$ cat config.mk
export PLATFORM = sky130hd
export DESIGN_NAME = pgpc_top
export DESIGN_NICKNAME = d
export VERILOG_FILES = /design/src/pgpc_pkg.sv /design/src/pgpc_top.sv
export SDC_FILE = /design/constraint.sdc
export NUM_CORES = 1
export LEC_CHECK = 0
export BUFFER_PORTS_ARGS = -buffer_cell sky130_fd_sc_hd__buf_2
export CAP_MARGIN = 20
export CORE_MARGIN = 2
export CORE_UTILIZATION = 55
export DETAILED_ROUTE_END_ITERATION = 6
export GPL_ROUTABILITY_DRIVEN = 1
export GPL_TIMING_DRIVEN = 0
export PLACE_DENSITY = 0.72
export SLEW_MARGIN = 20
export SYNTH_ARGS = -nofsm -noshare
export SYNTH_HDL_FRONTEND = slang
export SYNTH_SLANG_ARGS = --single-unit
$ cat constraint.sdc
create_clock -name ref_clk -period 6.1 [get_ports ref_clk]
set_clock_uncertainty 0.1 [all_clocks]
set_input_delay 0.61 -clock ref_clk [delete_from_list [all_inputs] [get_ports ref_clk]]
set_output_delay 0.61 -clock ref_clk [all_outputs]
set_load 0.02 [all_outputs]
$ cat src/pgpc_pkg.sv
// pgpc_pkg: constants and types for the pin configuration block
// Overview of operation
// RULE_01 - direction bit picks input or output function
// RULE_02 - four-bit function select, resets to zero
// RULE_03 - polarity zero inverts inputs and outputs
// RULE_04 - drive type picks push-pull or open-drain
// RULE_05 - pull field: none, down, up, reserved
// RULE_06 - software enables pull-up for bare open-drain
// RULE_07 - pad disable tri-states and disconnects pin
// RULE_08 - tri-stated pin drops both pulls
// RULE_09 - edge mode: both edges or polarity edge
// RULE_10 - supply select exists on pins 1-12
// RULE_11 - function 9h drives converter slew done
// RULE_12 - functions Ah, Bh drive sequenced enables
// RULE_13 - function Ch drives system supply ok
// RULE_14 - function Dh power good in ON/SLEEP only
// RULE_15 - function Eh drives converter-synchronous clock
// RULE_16 - function Fh aux reset in OFF, configurable SLEEP
// RULE_17 - function 0h output drives written level
// RULE_18 - undefined control bits read zero
package pgpc_pkg;
	localparam int NPIN = 16;
	localparam int NDOM = 12;
	localparam int AW = 18;
	// register indexes; byte address is four times the index
	localparam logic [15:0] IDX_CTRL0 = 16'h4038;
	localparam logic [15:0] IDX_CTRL15 = 16'h4047;
	localparam logic [15:0] IDX_LEVEL = 16'h400C;
	localparam logic [15:0] IDX_IRQ_STS = 16'h4050;
	localparam logic [15:0] IDX_IRQ_CLR = 16'h4051;
	localparam logic [15:0] IDX_IRQ_EN = 16'h4052;
	localparam logic [15:0] IDX_AUX_CFG = 16'h4053;
	// control field positions
	localparam int B_DIR = 15;
	localparam int B_PULL_HI = 14;
	localparam int B_PULL_LO = 13;
	localparam int B_MODE = 12;
	localparam int B_DOM = 11;
	localparam int B_POL = 10;
	localparam int B_OD = 9;
	localparam int B_EN = 7;
	localparam int B_FN_HI = 3;
	// reset value and writable bits of a control register
	localparam logic [15:0] CTRL_RST = 16'hA400;
	localparam logic [15:0] CTRL_WMASK = 16'hFE8F;
	localparam logic [1:0] PULL_DOWN = 2'h1;
	localparam logic [1:0] PULL_UP = 2'h2;
	// output function codes
	localparam logic [3:0] FN_GPIO = 4'h0;
	localparam logic [3:0] FN_SLEW = 4'h9;
	localparam logic [3:0] FN_EXT1 = 4'hA;
	localparam logic [3:0] FN_EXT2 = 4'hB;
	localparam logic [3:0] FN_SUPPLY_OK = 4'hC;
	localparam logic [3:0] FN_PGOOD = 4'hD;
	localparam logic [3:0] FN_CLK = 4'hE;
	localparam logic [3:0] FN_AUXRST = 4'hF;
	typedef enum logic [1:0] {PWR_OFF, PWR_ON, PWR_SLEEP} pgpc_pwr_e;
	// internal status signals offered to the pins
	typedef struct packed {
		logic slew_done_dc2;
		logic [1:0] ext_enable;
		logic system_supply_ok;
		logic converters_power_good;
		logic conv_clk_2mhz;
		pgpc_pwr_e power_state;
	} pgpc_status_s;
	// whole state of the block
	typedef struct packed {
		logic [NPIN-1:0][15:0] ctrl;
		logic [NPIN-1:0] lvl;
		logic [NPIN-1:0] sync1;
		logic [NPIN-1:0] sync2;
		logic [NPIN-1:0] in_prev;
		logic [NPIN-1:0] irq_sts;
		logic [NPIN-1:0] irq_en;
		logic aux_sleep;
		logic ack;
		logic [31:0] rdata;
		logic [NPIN-1:0] pad_out;
		logic [NPIN-1:0] pad_oe;
		logic [NPIN-1:0] pu;
		logic [NPIN-1:0] pd;
	} pgpc_state_s;
endpackage : pgpc_pkg

$ cat src/pgpc_top.sv
// pgpc_top: sixteen-pin configuration, output mux and register slave
//
// Chosen here: register access over Avalon-MM.
`timescale 1ns/10ps
module pgpc_top (
	// clock and reset
	input wire logic ref_clk,
	input wire logic srst,
	// avalon-mm slave, byte address
	input wire logic [pgpc_pkg::AW-1:0] avs_address,
	input wire logic avs_read,
	input wire logic avs_write,
	input wire logic [31:0] avs_writedata,
	input wire logic [3:0] avs_byteenable,
	output logic [31:0] avs_readdata,
	output logic avs_waitrequest,
	// pads
	input wire logic [pgpc_pkg::NPIN-1:0] pad_in,
	output logic [pgpc_pkg::NPIN-1:0] pad_out,
	output logic [pgpc_pkg::NPIN-1:0] pad_oe,
	output logic [pgpc_pkg::NPIN-1:0] pull_up_en,
	output logic [pgpc_pkg::NPIN-1:0] pull_down_en,
	output logic [pgpc_pkg::NDOM-1:0] supply_sel,
	// internal status sources, same clock
	input wire pgpc_pkg::pgpc_status_s status,
	// to the rest of the chip
	output logic [pgpc_pkg::NPIN-1:0] pin_in_level,
	output logic irq
);
	import pgpc_pkg::*;

	pgpc_state_s s_q; // registered state
	pgpc_state_s s_d; // next state
	logic [15:0] idx; // word index of the access
	logic mapped; // word aligned
	logic [15:0] wmask; // byte lanes as bit mask

	// output source for one pin, before polarity
	function automatic logic out_src(input logic [3:0] fn, input logic lvl,
		input pgpc_status_s st, input logic aux_sleep);
		logic on_or_sleep;
		on_or_sleep = (st.power_state == PWR_ON) || (st.power_state == PWR_SLEEP);
		case (fn)
			FN_GPIO: out_src = lvl; // RULE_17
			FN_SLEW: out_src = st.slew_done_dc2; // RULE_11
			FN_EXT1: out_src = st.ext_enable[0]; // RULE_12
			FN_EXT2: out_src = st.ext_enable[1]; // RULE_12
			FN_SUPPLY_OK: out_src = st.system_supply_ok; // RULE_13
			// gated here so a stale good never leaks in OFF
			FN_PGOOD: out_src = st.converters_power_good && on_or_sleep; // RULE_14
			FN_CLK: out_src = st.conv_clk_2mhz; // RULE_15
			FN_AUXRST: out_src = (st.power_state == PWR_OFF) ||
				((st.power_state == PWR_SLEEP) && aux_sleep); // RULE_16
			// other output functions live elsewhere, source held low before polarity
			default: out_src = 1'b0;
		endcase
	endfunction : out_src

	// read decode, reserved bits already zero in storage
	function automatic logic [31:0] rd_mux(input pgpc_state_s s, input logic [15:0] i,
		input logic ok);
		rd_mux = 32'h0000_0000;
		if (!ok)
		begin
			rd_mux = 32'h0000_0000;
		end
		else if (i >= IDX_CTRL0 && i <= IDX_CTRL15)
		begin
			rd_mux = {16'h0000, s.ctrl[4'(i - IDX_CTRL0)]}; // RULE_18
		end
		else if (i == IDX_LEVEL)
		begin
			rd_mux = {16'h0000, s.in_prev};
		end
		else if (i == IDX_IRQ_STS)
		begin
			rd_mux = {16'h0000, s.irq_sts};
		end
		else if (i == IDX_IRQ_EN)
		begin
			rd_mux = {16'h0000, s.irq_en};
		end
		else if (i == IDX_AUX_CFG)
		begin
			rd_mux = {31'h0000_0000, s.aux_sleep};
		end
	endfunction : rd_mux

	// address split and lane mask
	assign idx = avs_address[AW-1:2];
	assign mapped = (avs_address[1:0] == 2'h0);
	assign wmask = {{8{avs_byteenable[1]}}, {8{avs_byteenable[0]}}};

	// one wait cycle per access: accepted on the second edge after request
	assign avs_waitrequest = (avs_read || avs_write) && !s_q.ack;
	assign avs_readdata = s_q.rdata;

	// pad side straight from flip-flops
	assign pad_out = s_q.pad_out;
	assign pad_oe = s_q.pad_oe;
	assign pull_up_en = s_q.pu;
	assign pull_down_en = s_q.pd;
	assign pin_in_level = s_q.in_prev;
	assign irq = |(s_q.irq_sts & s_q.irq_en);

	// supply select only exists on the first twelve pins
	genvar g;
	generate
		for (g = 0; g < NDOM; g++)
		begin : g_dom
			assign supply_sel[g] = s_q.ctrl[g][B_DOM]; // RULE_10
		end
	endgenerate

	// next state: pins, interrupt flags and bus
	always_comb
	begin
		logic [15:0] c; // control word of pin
		logic inval; // logical input level
		logic drv; // output level after polarity
		logic ev; // interrupt event
		logic [NPIN-1:0] clr; // clear bits from bus
		c = 16'h0000;
		inval = 1'b0;
		drv = 1'b0;
		ev = 1'b0;
		clr = '0;
		s_d = s_q;
		// two-flop pad synchroniser
		s_d.sync1 = pad_in;
		s_d.sync2 = s_q.sync1;
		// bus answer registered at the first edge, writes at the accepting edge
		s_d.ack = (avs_read || avs_write) && !s_q.ack;
		if ((avs_read || avs_write) && !s_q.ack)
		begin
			s_d.rdata = avs_read ? rd_mux(s_q, idx, mapped) : 32'h0000_0000;
		end
		if (avs_write && s_q.ack && mapped)
		begin
			if (idx >= IDX_CTRL0 && idx <= IDX_CTRL15)
			begin
				// undefined bits never stored
				s_d.ctrl[4'(idx - IDX_CTRL0)] = (s_q.ctrl[4'(idx - IDX_CTRL0)] & ~wmask) |
					(avs_writedata[15:0] & wmask & CTRL_WMASK); // RULE_18
			end
			else if (idx == IDX_LEVEL)
			begin
				s_d.lvl = (s_q.lvl & ~wmask) | (avs_writedata[15:0] & wmask); // RULE_17
			end
			else if (idx == IDX_IRQ_CLR)
			begin
				clr = avs_writedata[15:0] & wmask;
			end
			else if (idx == IDX_IRQ_EN)
			begin
				s_d.irq_en = (s_q.irq_en & ~wmask) | (avs_writedata[15:0] & wmask);
			end
			else if (idx == IDX_AUX_CFG)
			begin
				if (avs_byteenable[0])
				begin
					s_d.aux_sleep = avs_writedata[0];
				end
			end
		end
		// per-pin input, interrupt and pad drive
		for (int i = 0; i < NPIN; i++)
		begin
			c = s_q.ctrl[i];
			// disabled pad is cut off from the pin logic
			inval = c[B_EN] && (s_q.sync2[i] ~^ c[B_POL]); // RULE_07 RULE_03
			s_d.in_prev[i] = inval;
			// polarity already folded in, so rising is the active edge
			if (c[B_MODE])
			begin
				ev = inval != s_q.in_prev[i]; // RULE_09
			end
			else
			begin
				ev = inval && !s_q.in_prev[i]; // RULE_09
			end
			ev = ev && c[B_DIR] && c[B_EN]; // RULE_01
			// a new event beats a clear in the same cycle
			s_d.irq_sts[i] = (s_q.irq_sts[i] && !clr[i]) || ev;
			drv = out_src(c[B_FN_HI:0], s_q.lvl[i], status, s_q.aux_sleep) ~^
				c[B_POL]; // RULE_02 RULE_03
			if (!c[B_EN] || c[B_DIR])
			begin
				// tri-state or input: never drive
				s_d.pad_oe[i] = 1'b0; // RULE_07 RULE_01
				s_d.pad_out[i] = 1'b0;
			end
			else if (c[B_OD])
			begin
				// open drain only pulls low
				s_d.pad_oe[i] = !drv; // RULE_04
				s_d.pad_out[i] = 1'b0;
			end
			else
			begin
				s_d.pad_oe[i] = 1'b1; // RULE_04
				s_d.pad_out[i] = drv;
			end
			// pulls off while tri-stated; code 11 gives none
			s_d.pu[i] = c[B_EN] && (c[B_PULL_HI:B_PULL_LO] == PULL_UP); // RULE_05 RULE_08
			s_d.pd[i] = c[B_EN] && (c[B_PULL_HI:B_PULL_LO] == PULL_DOWN); // RULE_05 RULE_08
		end
	end

	// state register, synchronous reset
	always_ff @(posedge ref_clk)
	begin
		if (srst)
		begin
			s_q <= '0;
			for (int k = 0; k < NPIN; k++)
			begin
				s_q.ctrl[k] <= CTRL_RST; // RULE_01 RULE_02
			end
		end
		else
		begin
			s_q <= s_d;
		end
	end

	// per-pin checks
	generate
		for (g = 0; g < NPIN; g++)
		begin : g_chk

		end
	endgenerate
endmodule : pgpc_top

==> results.json <==
{
  "worst_ep_required_time_ns": 6.45,
  "crit_path_max_incr_delay_ns": 0.81,
  "hpwlAfterDp_um": 61310,
  "slew_violations": 0,
  "cp-start-kind": "flop",
  "ant_nets": 0,
  "outcome": "complete, no violations",
  "syn_area_um2": 21650,
  "die_area_um2": 40960,
  "clock_path_buffers": 3,
  "timing.hold.ws_ns": 0.1202,
  "final_area_um2": 24840,
  "critical_path_peak_fanout": 10,
  "finalSetupViolCount": 0,
  "die_height_um": 202.4,
  "seq_area_frac_synth": 0.4014,
  "avgSynthCellArea_um2": 9.519,
  "synth_edf_count": 0,
  "cts_hold_buf": 0,
  "routed_wl_um": 82030,
  "path_delay_family": "simple AND/OR/NAND/NOR gates",
  "drive_gt1_frac": 0.2207,
  "cts_tree": "yes",
  "diodes": 0,
  "synth_common_cells": "434 x dfxtp_1, 189 x nand2_1, 151 x a21oi_1",
  "max_freq_mhz": 250.5,
  "vias_per_cell": 6.363,
  "nets": 2609,
  "placedInstanceArea_um2": 23230,
  "drt_first_pass_iters": 6,
  "overflow": 0,
  "cpMaxStageDelayCell": "nor4bb_1",
  "cts_root_buf": "clkbuf_16",
  "synth.top_cell.area_share": 0.4014,
  "start_util": 0.5588,
  "num_rows": 72,
  "crit_type": "reg2reg",
  "pwr_density_cell_nw_per_um2": 247.1,
  "hold_viol_final": 0,
  "coreArea_um2": 38740,
  "dp_cells": 2977,
  "synthFlopType": "dfxtp_1",
  "synth_area_leaders": "dfxtp_1 40%, mux4_1 5.2%, buf_4 4.4%",
  "yosys_warnings": 0,
  "worstMarginPinSlew_ns": 1.261,
  "tns_ns": 0,
  "avgRoutedWirePerCell_um": 26.77,
  "numPortBuffers": 170,
  "area_delta_synth_final_pct": 14.77,
  "arrival_ns": 4.35,
  "async_flop_share": 0,
  "yosys.area.top_type": "dfxtp_1",
  "numCtsBuffers": 47,
  "relSlewSlack": 0.1515,
  "clk_latency_ns": 0.60,
  "path_cells": "nor4bb_1 > buf_2 > and4_1 > clkbuf_1 > buf_2 > nand4_1 > clkbuf_1 > nand3b_1 > o21ai_0",
  "cts_resized": 0,
  "final_util": 0.6413,
  "io_pins": 208,
  "hp-class": "in2reg",
  "drt_iter0_markers": 2434,
  "place_congestion": 1.021,
  "ir_drop_mv": 0.1914,
  "final_cells": 3064,
  "cts.sinks": 434,
  "clk_transition_reported_paths_ns": 0.06,
  "ys_seq_elements": 434,
  "yosysMostFrequentCell": "dfxtp_1",
  "post-route-period-util": 0.6545,
  "leakage_nw": 9.537,
  "max_cap_viol_count": 0,
  "vias": 19495,
  "grt_antenna_before_repair": 1,
  "layout_min_cycle_time_ns": 3.992,
  "synth_cells": 2274,
  "grt_max_degree": 14,
  "grt_pass1_wl_um": 118200,
  "path_buf_inv": 4,
  "track_usage": 0.3904,
  "rsz0062_at_grt": "false",
  "cts_max_level": 2,
  "drc_errors": 0,
  "grt_pass1_vias": 18242,
  "endpoint_kind": "flop",
  "ys_types": 77,
  "die-width_um": 202.4,
  "cts_setup_buffers": 0
}
==> final timing paths <==
check                                          from                    end  slack, ns  depth (start not counted)
worst max register to register   s_q[96]$_SDFF_PP0_  s_q[222]$_SDFFE_PP0P_       2.11                          9
worst min register to register  s_d[148]$_SDFF_PP0_    s_q[148]$_SDFF_PP0_       0.33                          1
worst max-delay path             s_q[96]$_SDFF_PP0_  s_q[222]$_SDFFE_PP0P_       2.11                          9
worst min-delay path                     pad_in[12]    s_d[158]$_SDFF_PP0_       0.12                          2
==> worst register-to-register path, stage by stage (launching register included) <==
cell and delay (ns):
dfxtp_1 0.39, nor4bb_1 0.81, buf_2 0.39, and4_1 0.22, clkbuf_1 0.30, buf_2 0.31, nand4_1 0.51, clkbuf_1 0.51
nand3b_1 0.20, o21ai_0 0.11
==> report_power, final <==
| group | internal, W | total, W | switching, W |
|---|---|---|---|
| combinational | 0.000112 | 0.000371 | 0.000259 |
| clock | 0.00168 | 0.00292 | 0.00124 |
| sequential | 0.00284 | 0.00285 | 0.00000486 |
==> cells by family (layout without fill, tap and decap cells) <==
kind of cell             Yosys count  in the layout  share of synthesized area
AO/OA/AOI/OAI                    494            494                     0.1440
adder cells (fa/ha/maj)           18             18                    0.01040
AND/OR/NAND/NOR                  748            748                     0.2017
flip-flops                       434            434                     0.4014
multiplexers                     197            197                     0.1384
buffers and inverters            351            608                    0.09133
XOR/XNOR                          31             31                    0.01254
other                              1             16                  0.0001732
==> state kept, by name (all words and copies together) (netlist names), named ones only <==
| name | cells |
|---|---|
| avs_readdata | 16 |
| pad_oe | 16 |
| pad_out | 16 |
| pin_in_level | 16 |
| pull_down_en | 16 |
| pull_up_en | 16 |
| s_d | 16 |
| s_q | 278 |
| supply_sel | 12 |
==> cell type report <==
cell class	count	area, µm²
inverters	68	255.2
flip-flops and latches	434	8688
fillers	3300	13890
repair buffers	171	855.8
clock buffers	68	1396
clock inverters	18	162.7
plain buffers	283	1723
multi-input cells	1504	11110
well taps	518	648.1
==> layout by cell type, fill, tap and decap left out, types with 15 or more instances in the layout <==
| cell | synthesis | final |
|---|---|---|
| o31ai_1 | 59 | 59 |
| nor4b_1 | 15 | 15 |
| nand3_1 | 18 | 18 |
| nand3b_1 | 92 | 92 |
| o221ai_1 | 16 | 16 |
| mux4_1 | 43 | 43 |
| ha_1 | 18 | 18 |
| nor4_2 | 11 | 16 |
| xnor2_1 | 31 | 31 |
| nand2_1 | 189 | 189 |
| mux2i_1 | 69 | 69 |
| nand2b_1 | 35 | 35 |
| o21ai_0 | 134 | 134 |
| and3b_1 | 35 | 35 |
| clkbuf_1 | 101 | 108 |
| mux4_2 | 19 | 19 |
| nand4_1 | 28 | 28 |
| a211oi_1 | 47 | 47 |
| mux2_2 | 65 | 65 |
| buf_4 | 128 | 128 |
| nor3b_1 | 33 | 33 |
| and2_1 | 33 | 33 |
| buf_2 | 31 | 201 |
| nor2b_1 | 53 | 53 |
| or3_1 | 26 | 26 |
| clkbuf_16 | 0 | 48 |
| dfxtp_1 | 434 | 434 |
| a2111oi_0 | 15 | 15 |
| nor2_1 | 121 | 121 |
| conb_1 | 1 | 16 |
| inv_1 | 67 | 67 |
| a21oi_1 | 151 | 151 |
==> metrics by stage <==
step / setup WS [ns] / power (W)
6_report: 2.108 / 0.006139
2_1_floorplan: 3.333 / 0.003114
5_1_grt: 2.071 / 0.006258
3_3_place_gp: 1.780 / 0.003265
3_5_place_dp: 1.765 / 0.003267
4_1_cts: 2.364 / 0.006125
==> routing by layer <==
layer	part of all wire	GRT usage	up-vias
li1	-	-	8569
met1	0.40	0.5286	9457
met2	0.43	0.5912	1245
met3	0.12	0.09207	224
met4	0.047	0.1804	0
met5	0	0	-
Power figures use the tool's default switching activity.
